--- config.mk ---
export PLATFORM = sky130hd
export DESIGN_NAME = slot_access_policy_check
export DESIGN_NICKNAME = d
export VERILOG_FILES = /design/src/core/slot_policy_pkg.sv /design/src/core/slot_access_policy_check.sv /design/src/core/slot_policy_decode.sv
export SDC_FILE = /design/constraint.sdc
export NUM_CORES = 1
export LEC_CHECK = 0
export BUFFER_PORTS_ARGS = -buffer_cell sky130_fd_sc_hd__buf_2
export CAP_MARGIN = 10
export CORE_MARGIN = 4
export CORE_UTILIZATION = 40
export CTS_CLUSTER_DIAMETER = 80
export DETAILED_ROUTE_END_ITERATION = 10
export GPL_ROUTABILITY_DRIVEN = 0
export SLEW_MARGIN = 20
export SYNTH_ARGS = -nofsm -noshare
export SYNTH_HDL_FRONTEND = slang
export SYNTH_SLANG_ARGS = --single-unit
export TNS_END_PERCENT = 30
--- constraint.sdc ---
create_clock -name clk -period 8.5 [get_ports clk]
set_input_delay 0.425 -clock clk [delete_from_list [all_inputs] [get_ports clk]]
set_output_delay 0.425 -clock clk [all_outputs]
set_load 0.02 [all_outputs]
--- src/core/slot_policy_pkg.sv ---
package slot_policy_pkg;

  localparam int NUM_SLOTS = 16;

  // configuration zone byte addresses
  localparam logic [6:0] SLOT_CFG_BASE  = 7'h14;
  localparam logic [6:0] SLOT_CFG_LAST  = 7'h33;
  localparam logic [6:0] DATA_LOCK_ADDR = 7'h56;
  localparam logic [6:0] CFG_LOCK_ADDR  = 7'h57;

  localparam logic [7:0] LOCK_OPEN = 8'h55;
  localparam logic [7:0] LOCK_SHUT = 8'h00;
  localparam logic [15:0] SLOT_CFG_RESET = 16'h0000;

  // slots whose limited-use flag is ignored, and the read key that allows copy source
  localparam logic [3:0] LIMITED_SKIP_LO = 4'h8;
  localparam logic [3:0] LIMITED_SKIP_HI = 4'he;
  localparam logic [3:0] COPY_SRC_KEY    = 4'h0;

  // write_policy field bits
  localparam int WP_PARENT_BIT = 0;
  localparam int WP_DERIVE_BIT = 1;
  localparam int WP_CIPHER_BIT = 2;
  localparam int WP_DMAC_BIT   = 3;
  localparam logic [2:0] WP_ALWAYS = 3'h0;
  localparam logic [2:0] WP_NEVER_A = 3'h1;
  localparam logic [1:0] WP_NEVER_B = 2'h2;

  typedef struct packed {
    logic [3:0] write_policy;
    logic [3:0] write_auth_key_id;
    logic       secret_flag;
    logic       read_cipher_enable;
    logic       limited_use_flag;
    logic       verify_only_flag;
    logic [3:0] read_cipher_key_id;
  } slot_cfg_t;

  typedef enum logic [2:0] {
    OP_READ, OP_WRITE, OP_KEY_USE, OP_COPY_SOURCE, OP_DERIVE
  } op_t;

  typedef enum logic [1:0] {
    USE_COMPARE, USE_GEN_FOR_COMPARE, USE_OTHER
  } use_cmd_t;

  typedef struct packed {
    op_t        op;
    logic [3:0] slot;
    logic       len32;
    use_cmd_t   use_cmd;
    logic       mac_ok;
    logic       data_enc;
  } access_req_t;

  typedef struct packed {
    logic       grant;
    logic       cipher_read;
    logic       mac_required;
    logic       limited_use;
    logic       parent_source;
    logic [3:0] key_id;
  } verdict_t;

  typedef struct packed {
    logic       valid;
    logic       write;
    logic [6:0] addr;
    logic [7:0] wdata;
  } cfg_req_t;

endpackage
--- src/core/slot_access_policy_check.sv ---
// Functional notes
// - one 16-bit access config word per slot, sixteen slots
// - data zone unlocked: writes allowed once the config zone is locked, reads always refused
// - data zone unlocked only while its lock byte equals 0x55
// - bits 3:0 name the key encrypting read data
// - read key zero lets the slot source a digest-compare copy
// - bit 4 limits the key to compare or compare-bound digests
// - bit 5 flags limited use, ignored for slots 8 to 14
// - bit 6 encrypts reads of secret slots with the read key, no input MAC
// - secret slot: no clear reads, no 4-byte reads or writes
// - bits 11:8 name the key that validates written data
// - bits 15:12 are the write policy
// - secret and cipher read clear: clear reads of 4 or 32 bytes
// - secret without cipher read: all reads refused, key use kept
// - secret and cipher read: encrypted reads, 4-byte refused
// - policy 000x: clear writes of 32 bytes accepted, 4 bytes only for non-secret slots
// - policy 001x or 10xx: write command refused once the data zone is locked
// - policy x1xx: write needs MAC and ciphered data, 32 bytes
// - write and derive decode the policy field independently
`timescale 1ns/100ps
module slot_access_policy_check
  import slot_policy_pkg::*;
#(
  parameter logic [15:0] CFG_RESET = SLOT_CFG_RESET
)
(
  input  wire logic   clk,
  input  wire logic   rst,
  input  cfg_req_t    cfg_bus,
  input  wire logic   lock_valid,
  input  wire logic   lock_data_zone,
  input  wire logic   access_valid,
  input  access_req_t access_req,
  output logic        cfg_ack,
  output logic        cfg_error,
  output logic [7:0]  cfg_rdata,
  output logic        lock_ack,
  output logic        lock_error,
  output logic [7:0]  data_zone_lock_byte,
  output logic [7:0]  config_lock_byte,
  output logic        resp_valid,
  output logic        resp_error,
  output verdict_t    resp_verdict
);

  typedef struct packed {
    slot_cfg_t [NUM_SLOTS-1:0] slot_access_config;
    logic [7:0]                data_lock;
    logic [7:0]                config_lock;
    logic                      cfg_ack;
    logic                      cfg_error;
    logic [7:0]                cfg_rdata;
    logic                      lock_ack;
    logic                      lock_error;
    logic                      resp_valid;
    logic                      resp_error;
    verdict_t                  verdict;
  } policy_state_t;

  policy_state_t state_reg;
  policy_state_t state_next;
  slot_cfg_t     sel_cfg;
  verdict_t      decided;
  logic          data_open;
  logic          cfg_open;
  logic [3:0]    sel_rkey;

  function automatic logic in_slot_range(input logic [6:0] addr);
    in_slot_range = (addr >= SLOT_CFG_BASE) && (addr <= SLOT_CFG_LAST);
  endfunction

  function automatic logic [4:0] byte_index(input logic [6:0] addr);
    logic [6:0] off;
    off = addr - SLOT_CFG_BASE;
    byte_index = off[4:0];
  endfunction

  function automatic logic is_open(input logic [7:0] lock_byte);
    is_open = (lock_byte == LOCK_OPEN);
  endfunction

  assign data_open = is_open(state_reg.data_lock);
  assign cfg_open  = is_open(state_reg.config_lock);
  assign sel_cfg   = state_reg.slot_access_config[access_req.slot];
  assign sel_rkey  = sel_cfg.read_cipher_key_id;

  slot_policy_decode u_decode
  (
    .cfg       (sel_cfg),
    .req       (access_req),
    .data_open (data_open),
    .cfg_open  (cfg_open),
    .verdict   (decided)
  );

  always_comb
  begin
    slot_cfg_t  word;
    logic [4:0] bidx;
    word = '0;
    bidx = byte_index(cfg_bus.addr);
    state_next = state_reg;
    state_next.cfg_ack = cfg_bus.valid;
    state_next.cfg_error = 1'b0;
    state_next.cfg_rdata = 8'h00;
    state_next.lock_ack = lock_valid;
    state_next.lock_error = 1'b0;
    // violations only report; slot data is held elsewhere
    state_next.resp_valid = access_valid;
    state_next.resp_error = access_valid && !decided.grant;
    state_next.verdict = access_valid ? decided : '0;
    if (cfg_bus.valid)
    begin
      if (in_slot_range(cfg_bus.addr))
      begin
        word = state_reg.slot_access_config[bidx[4:1]];
        if (!cfg_bus.write)
          state_next.cfg_rdata = bidx[0] ? word[15:8] : word[7:0];
        else if (!cfg_open)
          state_next.cfg_error = 1'b1;
        else
        begin
          // little-endian byte pair per slot word
          if (bidx[0])
            word[15:8] = cfg_bus.wdata;
          else
            word[7:0] = cfg_bus.wdata;
          state_next.slot_access_config[bidx[4:1]] = word;
        end
      end
      else if (cfg_bus.addr == DATA_LOCK_ADDR)
      begin
        state_next.cfg_rdata = state_reg.data_lock;
        state_next.cfg_error = cfg_bus.write;
      end
      else if (cfg_bus.addr == CFG_LOCK_ADDR)
      begin
        state_next.cfg_rdata = state_reg.config_lock;
        state_next.cfg_error = cfg_bus.write;
      end
      else
        state_next.cfg_error = cfg_bus.write;
    end
    if (lock_valid)
    begin
      if (!lock_data_zone)
        state_next.config_lock = LOCK_SHUT;
      else if (cfg_open)
        state_next.lock_error = 1'b1;
      else
        state_next.data_lock = LOCK_SHUT;
    end
  end

  always_ff @(posedge clk or posedge rst)
  begin
    if (rst)
    begin
      state_reg <= '0;
      state_reg.slot_access_config <= {NUM_SLOTS{CFG_RESET}};
      state_reg.data_lock <= LOCK_OPEN;
      state_reg.config_lock <= LOCK_OPEN;
    end
    else
      state_reg <= state_next;
  end

  assign cfg_ack             = state_reg.cfg_ack;
  assign cfg_error           = state_reg.cfg_error;
  assign cfg_rdata           = state_reg.cfg_rdata;
  assign lock_ack            = state_reg.lock_ack;
  assign lock_error          = state_reg.lock_error;
  assign data_zone_lock_byte = state_reg.data_lock;
  assign config_lock_byte    = state_reg.config_lock;
  assign resp_valid          = state_reg.resp_valid;
  assign resp_error          = state_reg.resp_error;
  assign resp_verdict        = state_reg.verdict;

  a_unlocked_read: assert property (
    @(posedge clk) disable iff (rst)
    access_valid && access_req.op == OP_READ && data_open
    |=> resp_valid && resp_error && !resp_verdict.grant)
    else $error("read granted while data zone unlocked");

  a_unlocked_write: assert property (
    @(posedge clk) disable iff (rst)
    access_valid && access_req.op == OP_WRITE && data_open && !cfg_open
    |=> resp_verdict.grant && !resp_error)
    else $error("write refused while data zone unlocked");

  a_lock_sticky: assert property (
    @(posedge clk) disable iff (rst)
    data_zone_lock_byte != LOCK_OPEN |=> $stable(data_zone_lock_byte))
    else $error("data zone lock byte changed after lock");

  a_cipher_read_key: assert property (
    @(posedge clk) disable iff (rst)
    access_valid && access_req.op == OP_READ && !data_open && !cfg_open
    && sel_cfg.secret_flag && sel_cfg.read_cipher_enable
    && access_req.len32
    |=> resp_verdict.grant && resp_verdict.cipher_read
        && !resp_verdict.mac_required
        && resp_verdict.key_id == $past(sel_rkey))
    else $error("encrypted read key or grant wrong");

  a_copy_source: assert property (
    @(posedge clk) disable iff (rst)
    access_valid && access_req.op == OP_COPY_SOURCE
    && !data_open && !cfg_open
    |=> resp_verdict.grant == ($past(sel_rkey) == COPY_SRC_KEY))
    else $error("copy source grant does not follow read key");

  a_verify_only: assert property (
    @(posedge clk) disable iff (rst)
    access_valid && access_req.op == OP_KEY_USE && !data_open
    && !cfg_open && sel_cfg.verify_only_flag
    && access_req.use_cmd == USE_OTHER
    |=> resp_valid && resp_error)
    else $error("verify-only key used by other command");

  a_limited_skip: assert property (
    @(posedge clk) disable iff (rst)
    access_valid && access_req.slot >= LIMITED_SKIP_LO
    && access_req.slot <= LIMITED_SKIP_HI
    |=> !resp_verdict.limited_use)
    else $error("limited use reported for slot 8 to 14");

  a_secret_short: assert property (
    @(posedge clk) disable iff (rst)
    access_valid && !data_open && !access_req.len32
    && (access_req.op == OP_READ || access_req.op == OP_WRITE)
    && sel_cfg.secret_flag
    |=> resp_error)
    else $error("4-byte access to secret slot granted");

  a_clear_read: assert property (
    @(posedge clk) disable iff (rst)
    access_valid && access_req.op == OP_READ && !data_open && !cfg_open
    && !sel_cfg.secret_flag && !sel_cfg.read_cipher_enable
    |=> resp_verdict.grant && !resp_verdict.cipher_read)
    else $error("clear read of public slot refused");

  a_secret_noread: assert property (
    @(posedge clk) disable iff (rst)
    access_valid && access_req.op == OP_READ
    && sel_cfg.secret_flag && !sel_cfg.read_cipher_enable
    |=> resp_error)
    else $error("read of key-only slot granted");

  a_write_never: assert property (
    @(posedge clk) disable iff (rst)
    access_valid && access_req.op == OP_WRITE && !data_open
    && (sel_cfg.write_policy[3:1] == WP_NEVER_A
        || sel_cfg.write_policy[3:2] == WP_NEVER_B)
    |=> resp_error)
    else $error("write granted to never-write slot");

  a_write_cipher: assert property (
    @(posedge clk) disable iff (rst)
    access_valid && access_req.op == OP_WRITE && !data_open
    && sel_cfg.write_policy[WP_CIPHER_BIT]
    && !(access_req.mac_ok && access_req.data_enc && access_req.len32)
    |=> resp_error && resp_verdict.mac_required)
    else $error("encrypted-mode write accepted without MAC");

  a_derive_target: assert property (
    @(posedge clk) disable iff (rst)
    access_valid && access_req.op == OP_DERIVE && !data_open
    && !sel_cfg.write_policy[WP_DERIVE_BIT]
    |=> resp_error)
    else $error("derive granted on non-target slot");

  a_error_pair: assert property (
    @(posedge clk) disable iff (rst)
    resp_valid |-> resp_error == !resp_verdict.grant)
    else $error("error status disagrees with grant");

  a_cfg_locked: assert property (
    @(posedge clk) disable iff (rst)
    !cfg_open && !(lock_valid && !lock_data_zone)
    |=> $stable(state_reg.slot_access_config))
    else $error("slot config changed after config lock");

  a_short_cipher: assert property (
    @(posedge clk) disable iff (rst)
    access_valid && access_req.op == OP_READ && !data_open
    && sel_cfg.secret_flag && sel_cfg.read_cipher_enable
    && !access_req.len32
    |=> resp_error && resp_verdict.cipher_read)
    else $error("4-byte encrypted read granted");

  a_write_key: assert property (
    @(posedge clk) disable iff (rst)
    access_valid && access_req.op == OP_WRITE && !data_open
    |=> resp_verdict.key_id == $past(sel_cfg.write_auth_key_id))
    else $error("write key id does not follow config");

  a_write_always: assert property (
    @(posedge clk) disable iff (rst)
    access_valid && access_req.op == OP_WRITE && !data_open
    && sel_cfg.write_policy[3:1] == WP_ALWAYS
    && (access_req.len32 || !sel_cfg.secret_flag)
    |=> resp_verdict.grant && !resp_error)
    else $error("clear write refused in always mode");

  a_cipher_write_ok: assert property (
    @(posedge clk) disable iff (rst)
    access_valid && access_req.op == OP_WRITE && !data_open
    && sel_cfg.write_policy[WP_CIPHER_BIT] && access_req.len32
    && access_req.mac_ok && access_req.data_enc
    |=> resp_verdict.grant && resp_verdict.mac_required)
    else $error("authorised encrypted write refused");

  a_derive_source: assert property (
    @(posedge clk) disable iff (rst)
    access_valid && access_req.op == OP_DERIVE && !data_open
    |=> resp_verdict.parent_source
        == $past(sel_cfg.write_policy[WP_PARENT_BIT])
        && resp_verdict.mac_required
        == $past(sel_cfg.write_policy[WP_DMAC_BIT]))
    else $error("derive source or MAC flag wrong");

  a_unlocked_use: assert property (
    @(posedge clk) disable iff (rst)
    access_valid && access_req.op != OP_READ && data_open && !cfg_open
    |=> resp_verdict.grant)
    else $error("restriction applied while data zone unlocked");

  a_cfg_open_refuse: assert property (
    @(posedge clk) disable iff (rst)
    access_valid && cfg_open |=> resp_error)
    else $error("data access granted before config lock");

  a_idle_quiet: assert property (
    @(posedge clk) disable iff (rst)
    !resp_valid |-> resp_verdict == '0 && !resp_error)
    else $error("verdict shown without a request");

  a_cfg_write_lock: assert property (
    @(posedge clk) disable iff (rst)
    cfg_bus.valid && cfg_bus.write && !cfg_open
    |=> cfg_ack && cfg_error)
    else $error("config write accepted after config lock");

  a_early_lock: assert property (
    @(posedge clk) disable iff (rst)
    lock_valid && lock_data_zone && cfg_open
    |=> lock_ack && lock_error && data_zone_lock_byte == LOCK_OPEN)
    else $error("data zone locked before config zone");

  a_cfg_sticky: assert property (
    @(posedge clk) disable iff (rst)
    config_lock_byte != LOCK_OPEN |=> $stable(config_lock_byte))
    else $error("config lock byte changed after lock");

endmodule

--- src/core/slot_policy_decode.sv ---
`timescale 1ns/100ps
module slot_policy_decode
  import slot_policy_pkg::*;
(
  input  slot_cfg_t   cfg,
  input  access_req_t req,
  input  wire logic   data_open,
  input  wire logic   cfg_open,
  output verdict_t    verdict
);

  logic [3:0] wp;
  logic       skip;

  assign wp = cfg.write_policy;
  assign skip = (req.slot >= LIMITED_SKIP_LO)
             && (req.slot <= LIMITED_SKIP_HI);

  always_comb
  begin
    verdict = '0;
    verdict.limited_use = cfg.limited_use_flag && !skip;
    if (cfg_open)
      verdict.grant = 1'b0;
    else if (data_open)
      verdict.grant = (req.op != OP_READ);
    else
      case (req.op)
        OP_READ:
        begin
          if (cfg.secret_flag && cfg.read_cipher_enable)
          begin
            verdict.grant = req.len32;
            verdict.cipher_read = 1'b1;
            verdict.key_id = cfg.read_cipher_key_id;
          end
          else
            verdict.grant = !cfg.secret_flag && !cfg.read_cipher_enable;
        end
        OP_WRITE:
        begin
          verdict.key_id = cfg.write_auth_key_id;
          if (wp[WP_CIPHER_BIT])
          begin
            verdict.mac_required = 1'b1;
            verdict.grant = req.len32 && req.mac_ok && req.data_enc;
          end
          else if (wp[3:1] == WP_ALWAYS)
            verdict.grant = req.len32 || !cfg.secret_flag;
          else
            verdict.grant = 1'b0;
        end
        OP_KEY_USE:
        begin
          verdict.key_id = req.slot;
          verdict.grant = !cfg.verify_only_flag
                       || (req.use_cmd != USE_OTHER);
        end
        OP_COPY_SOURCE:
          verdict.grant = (cfg.read_cipher_key_id == COPY_SRC_KEY);
        OP_DERIVE:
        begin
          // separate decode of the same field
          verdict.parent_source = wp[WP_PARENT_BIT];
          verdict.mac_required = wp[WP_DMAC_BIT];
          verdict.key_id = wp[WP_PARENT_BIT] ? cfg.write_auth_key_id
                                             : req.slot;
          verdict.grant = wp[WP_DERIVE_BIT]
                       && (!wp[WP_DMAC_BIT] || req.mac_ok);
        end
        default:
          verdict.grant = 1'b0;
      endcase
  end

endmodule

==> results.json, run 1 <==
{
  "grt_usage_pct": 19.3,
  "critPathSlowestCell": "buf_2",
  "cts_max_level": 2,
  "yosysMostFrequentCell": "dfrtp_1",
  "clkTransAtPathRegs_ns": 0.05,
  "worst_pin_slew_ns": 1.00,
  "pre_cts_slack_ns": 4.67,
  "synthArstFlopShare_pct": 100,
  "timing.hold.worst.class": "primary input to asynchronous set/reset pin",
  "tns_ns": 0,
  "end_kind": "register",
  "max_stage_delay_ns": 0.75,
  "critical_path.top_delay_family": "simple AND/OR/NAND/NOR gates",
  "antenna_found_initial": 0,
  "drcViolationCount": 0,
  "die_y_um": 207,
  "cp_num_buf_inv": 1,
  "yosys-top-cells-count": "dfrtp_1 (279), mux2_2 (224), mux4_2 (141), mux2_4 (48), buf_4 (41)",
  "cts_tree": "built",
  "fin_crit_sh_pct": 39.7,
  "coreArea_sq_mm": 0.0389,
  "cp.required_ns": 8.88,
  "crit_chain": "buf_2, nand3_1, a41oi_2, o21ai_1, or4b_1, nor2_4, mux2_2",
  "syn_to_final_growth_pct": 8.21,
  "synthFlopType": "dfrtp_1",
  "largest_reg_flops": 256,
  "dpl_cell_area_sq_mm": 0.0161,
  "slew_headroom_pct": 33.1,
  "syn_area_per_cell_sq_um": 15.6,
  "start_kind": "primary input",
  "drt_iter0_markers": 735,
  "clockRootBuffer": "clkbuf_16",
  "dr.pass1.iters": 5,
  "dpl.hpwl_um": 25200,
  "min_period_ns": 3.37,
  "power_switching_uw": 722,
  "synth_edf_count": 0,
  "rr_worst_depth": 4,
  "grt_setup_unrepaired": "no",
  "power.share.switching_pct": 24.1,
  "fin_worst_skew_ns": 0.0205,
  "yosysSeqAreaShare_pct": 44.3,
  "leakage_nw": 8.04,
  "synth_area_leaders": "dfrtp_1 (44%), mux4_2 (20%), mux2_2 (16%), mux2_4 (4.5%), buf_4 (1.9%)",
  "maxCapViolations": 0,
  "post_cts_resized": 0,
  "die_area_sq_mm": 0.0430,
  "worstPathMaxFanout": 28,
  "peakVddDrop_mv": 0.123,
  "numPortBuffers": 64,
  "p_int_mw": 2.28,
  "worstSetupPathType": "primary input to register",
  "slew_violations": 0,
  "ios": 73,
  "setup_violations": 0,
  "synth_top_area_share_pct": 43.9,
  "via_per_inst": 5.99,
  "utilization_pct": 44.2,
  "fin_area_sq_mm": 0.0172,
  "cts_made_buffers": 34,
  "rows": 72,
  "drive_above_1_share_pct": 54.1,
  "wirelength_um": 41600,
  "clock_sinks": 281,
  "wl_per_cell_um": 26.6,
  "initial_utilization_pct": 40.8,
  "hold_viol": 0,
  "layout.nets": 1058,
  "seq_power_share_pct": 45.2,
  "crit_cells": 7,
  "grt_pass1_wl_um": 64000,
  "grt_pass1_vias": 9409,
  "n_fill_cell": 3493,
  "finalPower_mw": 3.00,
  "grt_max_degree": 112,
  "synth_cell_types": 59,
  "clk_latency_ns": 0.51,
  "cts_hold_buffers": 0,
  "synth_area_sq_mm": 0.0159,
  "grt_use_met2_pct": 28.9,
  "grt.met3_usage_pct": 3.78,
  "grt-busiest-layer": "met1",
  "clock_power_share_pct": 47.3,
  "post-cts-setup-buffers": 0,
  "overflow": 0,
  "crit_arrival_ns": 3.75,
  "status": "completed",
  "die_w_um": 207,
  "synth-seq-cells": 281,
  "timing.final.ws_setup_ns": 5.13,
  "synthCells": 1021,
  "drtAntennaViolNets": 0,
  "max_clock_freq_mhz": 297,
  "cts.path.max_buffers": 3,
  "use_met1_pct": 29.0,
  "power_density_mw_per_mm2": 174,
  "ys_warn_count": 0,
  "combinationalPowerShare_pct": 7.5,
  "yosysTopAreaCell": "dfrtp_1",
  "vias": 9366,
  "antennaDiodeCount": 0
}
[worst reg2reg max path: cells and delay by family, from the launching register on]
family,cells,cell delay [ns]
DFF,1,0.60
and+or+nand+nor,2,1.47
buffers and inverters,1,0.14
muxes,1,0.41
[final timing paths]
path / end / slack, ns / start
setup / recovery: state_reg[165] / 5.13 / cfg_bus[8]
hold / removal: state_reg[229] / 0.06 / rst
setup reg to reg: state_reg[238] / 5.77 / config_lock_byte[4]
hold reg to reg: state_reg[188] / 0.51 / state_reg[188]
max in group asynchronous: state_reg[261] / 7.01 / rst
min in group clk: lock_ack / 0.07 / lock_valid
[logic make-up after synthesis]
logic type | after synthesis | share of synthesized area, %
flip-flops | 281 | 44.3
AND/OR/NAND/NOR | 116 | 5.22
AO/OA/AOI/OAI | 51 | 2.33
adder cells (fa/ha/maj) | 3 | 0.236
buffers and inverters | 130 | 5.90
multiplexers | 438 | 42.0
other | 1 | 0.0236
XOR/XNOR | 1 | 0.0551
[power groups by stage]
stage	Combinational (mW)	Sequential [mW]	Clock (mW)
global placement	0.225	1.38	0
detailed placement	0.226	1.38	0
CTS	0.227	1.36	1.45
finish	0.224	1.36	1.42
global route	0.242	1.36	1.51
floorplan	0.168	1.38	0
[cell type report]
type | count | area, sq um | share of cell area (%)
multi-input cells | 617 | 7960 | 46.3
flip-flops and latches | 281 | 7030 | 40.9
clock buffers | 48 | 965 | 5.61
well taps | 518 | 648 | 3.77
repair buffers | 76 | 418 | 2.43
clock inverters | 12 | 118 | 0.684
inverters | 11 | 48.8 | 0.284
[cells in the final DEF, fill, tap and decap left out, drive strengths merged, types with 4 or more instances in the layout]
cell type,count
dfrtp,279
mux2,272
mux4,141
buf,76
clkbuf,48
nor2,39
mux2i,25
nand3,15
a21oi,14
nand2,13
nor2b,11
clkinv,11
inv,10
conb,8
nand4,6
or3,5
o21a,5
a22oi,5
nor3,5
a221o,4
o21ai,4
[metal layers]
| layer | vias up | part of all wire (%) | wire [um] |
|---|---|---|---|
| li1 | 3894 | - | - |
| met1 | 5058 | 45 | 18900 |
| met2 | 351 | 46 | 19000 |
| met3 | 63 | 6.8 | 2820 |
| met4 | 0 | 2.3 | 938 |
| met5 | - | 0 | 0 |
[stage by stage]
stage / std cells / hold slack, ns
2_1_floorplan: 1028 / 0.456
3_3_place_gp: 1503 / 0.489
3_5_place_dp: 1503 / 0.493
4_1_cts: 1563 / 0.0531
5_1_grt: 1563 / 0.0640
6_report: 1563 / 0.0621
(Power assumes the default switching activity.)
==> run 2, diff against run 1 <==
clock period = 3.4 ns   (was 8.5 ns; I/O delays follow)
==> run 2 against run 1 <==
Clock skew fell by 0.0048 ns; critical path depth fell by 3; global-route usage rose by 0.34 points; sequential power rose by 150%; clock power rose by 130%; final cell count rose by 1.9%; die area did not move; critical endpoint is now state_reg[180].
==> results.json, run 2 (same netlist as run 1, synthesis figures left out) <==
{
  "cts_max_level": 1,
  "die_y_um": 207,
  "crit_arrival_ns": 3.16,
  "wirelength_um": 42400,
  "max_stage_delay_ns": 0.87,
  "crit_chain": "inv_1, or4_1, nor2_8, mux2_2",
  "fin_crit_sh_pct": 80.2,
  "die_area_sq_mm": 0.0430,
  "hold-worst-slack_ns": 0.0703,
  "layout_common_cells": "dfrtp_1 (279), mux2_2 (224), mux4_2 (141)",
  "fin_worst_skew_ns": 0.0157,
  "grt_usage_pct": 19.6,
  "dpl.hpwl_um": 26800,
  "worstPathMaxFanout": 16,
  "cts.path.max_buffers": 3,
  "power_density_mw_per_mm2": 413,
  "clkTransAtPathRegs_ns": 0.06,
  "hold_viol": 0,
  "end_kind": "register",
  "worstSetupPathType": "register to register",
  "drt_iter0_markers": 750,
  "stdcell_count": 1592,
  "coreArea_sq_mm": 0.0389,
  "via_per_inst": 5.91,
  "slew_violations": 0,
  "drive_above_1_share_pct": 54.7,
  "syn_to_final_growth_pct": 9.65,
  "setup_violations": 0,
  "drcViolationCount": 0,
  "clockRootBuffer": "clkbuf_16",
  "slew_headroom_pct": 40.1,
  "wl_per_cell_um": 26.6,
  "post_cts_resized": 0,
  "grt_pass1_wl_um": 65300,
  "n_fill_cell": 3448,
  "largest_reg_flops": 256,
  "drtAntennaViolNets": 0,
  "timing.hold.worst.class": "primary input to register",
  "critPathSlowestCell": "or4_1",
  "cp_num_buf_inv": 1,
  "layout_commonest_cell": "dfrtp_1",
  "multi_input_comb_area_sq_mm": 0.00796,
  "grt_setup_unrepaired": "no",
  "overflow": 0,
  "grt_pass1_vias": 9810,
  "initial_utilization_pct": 40.8,
  "vias": 9414,
  "place_inst": 1530,
  "maxCapViolations": 0,
  "leakage_nw": 8.15,
  "dr.pass1.iters": 5,
  "max_clock_freq_mhz": 367,
  "antennaDiodeCount": 0,
  "clk_latency_ns": 0.56,
  "peakVddDrop_mv": 0.338,
  "seqCellArea_sq_mm": 0.00703,
  "ios": 73,
  "grt_max_degree": 94,
  "finalPower_mw": 7.19,
  "rows": 72,
  "cts_made_buffers": 30,
  "critical_path.top_delay_family": "simple AND/OR/NAND/NOR gates",
  "numPortBuffers": 64,
  "cp.required_ns": 3.83,
  "layout.nets": 1087,
  "cts_tree": "built",
  "die_w_um": 207,
  "clock_sinks": 281,
  "min_period_ns": 2.73,
  "start_kind": "register",
  "status": "completed",
  "antenna_found_initial": 1,
  "worst_pin_slew_ns": 0.898
}
-- run 2: cell count changes in the layout (fill, tap and decap cells not counted) --
cell	change
buf_4	+19
buf_12	+8
dlygate4sd3_1	+6
clkbuf_16	-4
clkinv_2	+2
clkinvlp_4	+2
bufinv_16	-1
clkinv_4	-1
inv_6	-1
inv_8	-1
-- run 2: tightest hold or removal path: stages --
cell and delay (ns):
buf_2 0.15, or3_1 0.16, nor3_1 0.09
-- run 2: metal layers --
layer  up-vias  routed length, um  track usage, %
met5         -                 11               0
li1       3925                  -               -
met4         2                821            4.13
met1      5065              18900            28.4
met2       366              19400            30.2
met3        56               3230            5.03
-- run 2: path summary, 6_finish.rpt --
kind / slack [ns] / endpoint / cells after the start / start
worst min-delay path: 0.07 / resp_verdict[7] / 3 / access_req[11]
worst max-delay path: 0.67 / state_reg[180] / 4 / config_lock_byte[4]
max in group asynchronous: 2.37 / config_lock_byte[4] / 4 / rst
worst min register to register: 0.51 / state_reg[204] / 1 / state_reg[204]
min in group asynchronous: 0.19 / state_reg[237] / 3 / rst
worst max register to register: 0.67 / state_reg[180] / 4 / config_lock_byte[4]
-- run 2: power by group --
group / switching (mW) / internal [mW] / leakage (nW)
combinational: 0.379 / 0.216 / 3.78
clock: 1.38 / 1.83 / 0.475
sequential: 0.0166 / 3.37 / 3.90
-- run 2: through the flow --
step	worst slack (ns)	util [%]	TNS (ns)	instance area, sq um
2_1_floorplan	-0.490	-	-136.62	15900
3_3_place_gp	0.384	42.2	0	16400
3_5_place_dp	0.366	42.2	0	16400
4_1_cts	0.673	44.8	0	17400
5_1_grt	0.609	44.8	0	17400
6_report	0.675	44.8	0	17400
-- run 2: what timing repair did --
action	4_1_cts	5_1_grt
hold endpoints to repair	20	0
hold buffers	6	0
setup buffers	0	0
-- run 2: layout make-up --
type,count,area share (%)
multi-input combinational,617,45.7
sequential,281,40.4
clock buffer,44,4.96
timing repair buffer,109,4.48
tap,518,3.72
clock inverter,12,0.503
inverter,11,0.259
==> run 3, diff against run 2 <==
clock period = 2.8 ns   (was 3.4 ns; I/O delays follow)
==> run 3 against run 2 <==
Count of clock-buffer cells in the layout increased by 5; register-to-register slack got worse by 0.37 ns; global-route usage increased by 0.25 points; highest routed layer is now met4; first-iteration DRC count increased by 2.7%; non-clock buffer count increased by 39; cell area increased by 5.1%; sequential share of layout area decreased by 2.0 points; via count increased by 3.2%; critical endpoint is now resp_verdict[1].
==> results.json, run 3 (same netlist as run 1, synthesis figures left out) <==
{
  "grt_pass1_vias": 9898,
  "slew_violations": 0,
  "hold_viol": 0,
  "layout_commonest_cell": "dfrtp_1",
  "grt_usage_pct": 19.9,
  "post_cts_resized": 0,
  "timing.final.ws_setup_ns": 0.303,
  "dr.pass1.iters": 7,
  "timing.hold.worst.class": "primary input to register",
  "min_period_ns": 2.50,
  "fin_worst_skew_ns": 0.0250,
  "start_kind": "register",
  "pre_cts_slack_ns": 0.180,
  "overflow": 0,
  "drive_above_1_share_pct": 57.3,
  "fin_crit_sh_pct": 89.2,
  "peakVddDrop_mv": 0.313,
  "max_clock_freq_mhz": 400,
  "setup_violations": 0,
  "grt_pass1_wl_um": 65900,
  "end_kind": "register",
  "n_fill_cell": 3374,
  "clk_latency_ns": 0.51,
  "cts_tree": "built",
  "rows": 72,
  "grt-busiest-layer": "met1",
  "die_area_sq_mm": 0.0430,
  "cts_made_buffers": 34,
  "drtAntennaViolNets": 0,
  "worstPathMaxFanout": 3,
  "grt_setup_unrepaired": "no",
  "die_y_um": 207,
  "initial_utilization_pct": 40.8,
  "die_w_um": 207,
  "largest_reg_flops": 256,
  "via_per_inst": 5.93,
  "slew_headroom_pct": 53.6,
  "numPortBuffers": 64,
  "ios": 73,
  "cts.path.max_buffers": 3,
  "clock_sinks": 281,
  "status": "completed",
  "antenna_found_initial": 2,
  "clkTransAtPathRegs_ns": 0.06,
  "stdcell_count": 1638,
  "clockRootBuffer": "clkbuf_16",
  "power_density_mw_per_mm2": 539,
  "worst_pin_slew_ns": 0.696,
  "layout.nets": 1130,
  "cts_max_level": 2,
  "leakage_nw": 8.60,
  "grt_max_degree": 95,
  "grt.met3_usage_pct": 4.26,
  "worstSetupPathType": "register to register",
  "maxCapViolations": 0,
  "crit_arrival_ns": 2.88,
  "vias": 9712,
  "wl_per_cell_um": 26.5,
  "cp.required_ns": 3.18,
  "syn_to_final_growth_pct": 15.3,
  "wirelength_um": 43400,
  "drt_iter0_markers": 770,
  "grt_use_met2_pct": 29.4,
  "drcViolationCount": 0,
  "coreArea_sq_mm": 0.0389,
  "layout_common_cells": "dfrtp_1 (279), mux2_2 (224), mux4_2 (141)",
  "dpl.hpwl_um": 28700,
  "use_met1_pct": 29.7,
  "place_inst": 1569
}
==> run 3: changes by cell type in the layout (fill, tap and decap cells not counted), sizes merged <==
cell	change
buf	+39
clkinv	-5
bufinv	+5
inv	+1
diode	+1
clkbuf	+5
==> run 3: what timing repair did <==
action / in CTS / in global routing
buffers inserted: 0 / 0
hold buffers: 6 / 0
hold endpoints to repair: 18 / 0
==> run 3: layer usage <==
metal,wire [um],vias up
li1,-,4033
met1,19400,5179
met2,19300,409
met3,3220,91
met4,1400,0
met5,0,-
==> run 3: worst paths after layout <==
check                      cells past startpoint              end  slack, ns      startpoint
hold / removal                                 3  resp_verdict[7]       0.08  access_req[11]
max in group asynchronous                      5   state_reg[117]       1.68             rst
setup reg to reg                               6  resp_verdict[1]       0.30  state_reg[291]
setup / recovery                               6  resp_verdict[1]       0.30  state_reg[291]
hold reg to reg                                1   state_reg[268]       0.51  state_reg[268]
min in group asynchronous                      3    state_reg[61]       0.19             rst
==> run 3: critical path: stages (launching register included) <==
cell	delay, ns
dfrtp_1	0.40
mux4_2	0.51
mux4_2	0.53
and3b_1	0.23
a21oi_1	0.32
nor2b_1	0.08
a221o_1	0.29
==> run 3: per-stage QoR <==
step / hold slack [ns] / setup TNS, ns / utilization (%) / cell area, sq um / power, mW
floorplan: 0.171 / -301.63 / - / 15900 / 4.70
CTS: 0.0567 / 0 / 47.1 / 18300 / 9.97
finish: 0.0837 / 0 / 47.1 / 18300 / 9.88
detailed placement: 0.155 / 0 / 43.6 / 17000 / 4.95
global route: 0.0993 / 0 / 47.1 / 18300 / 10.2
global placement: 0.152 / 0 / 43.6 / 17000 / 4.95
==> run 3: where the power goes <==
group          internal [mW]  total (mW)  switching (mW)
Clock                   3.24        4.99            1.75
Sequential              4.10        4.12          0.0202
Combinational          0.297       0.770           0.473
==> run 3: layout make-up <==
class	instances	area, sq um	share of cell area (%)
flip-flops and latches	281	7030	38.4
clock buffers	49	1080	5.90
well taps	518	648	3.54
inverters	11	45.0	0.246
repair buffers	148	1320	7.23
multi-input cells	617	7960	43.5
diodes	1	2.50	0.0137
clock inverters	13	221	1.21
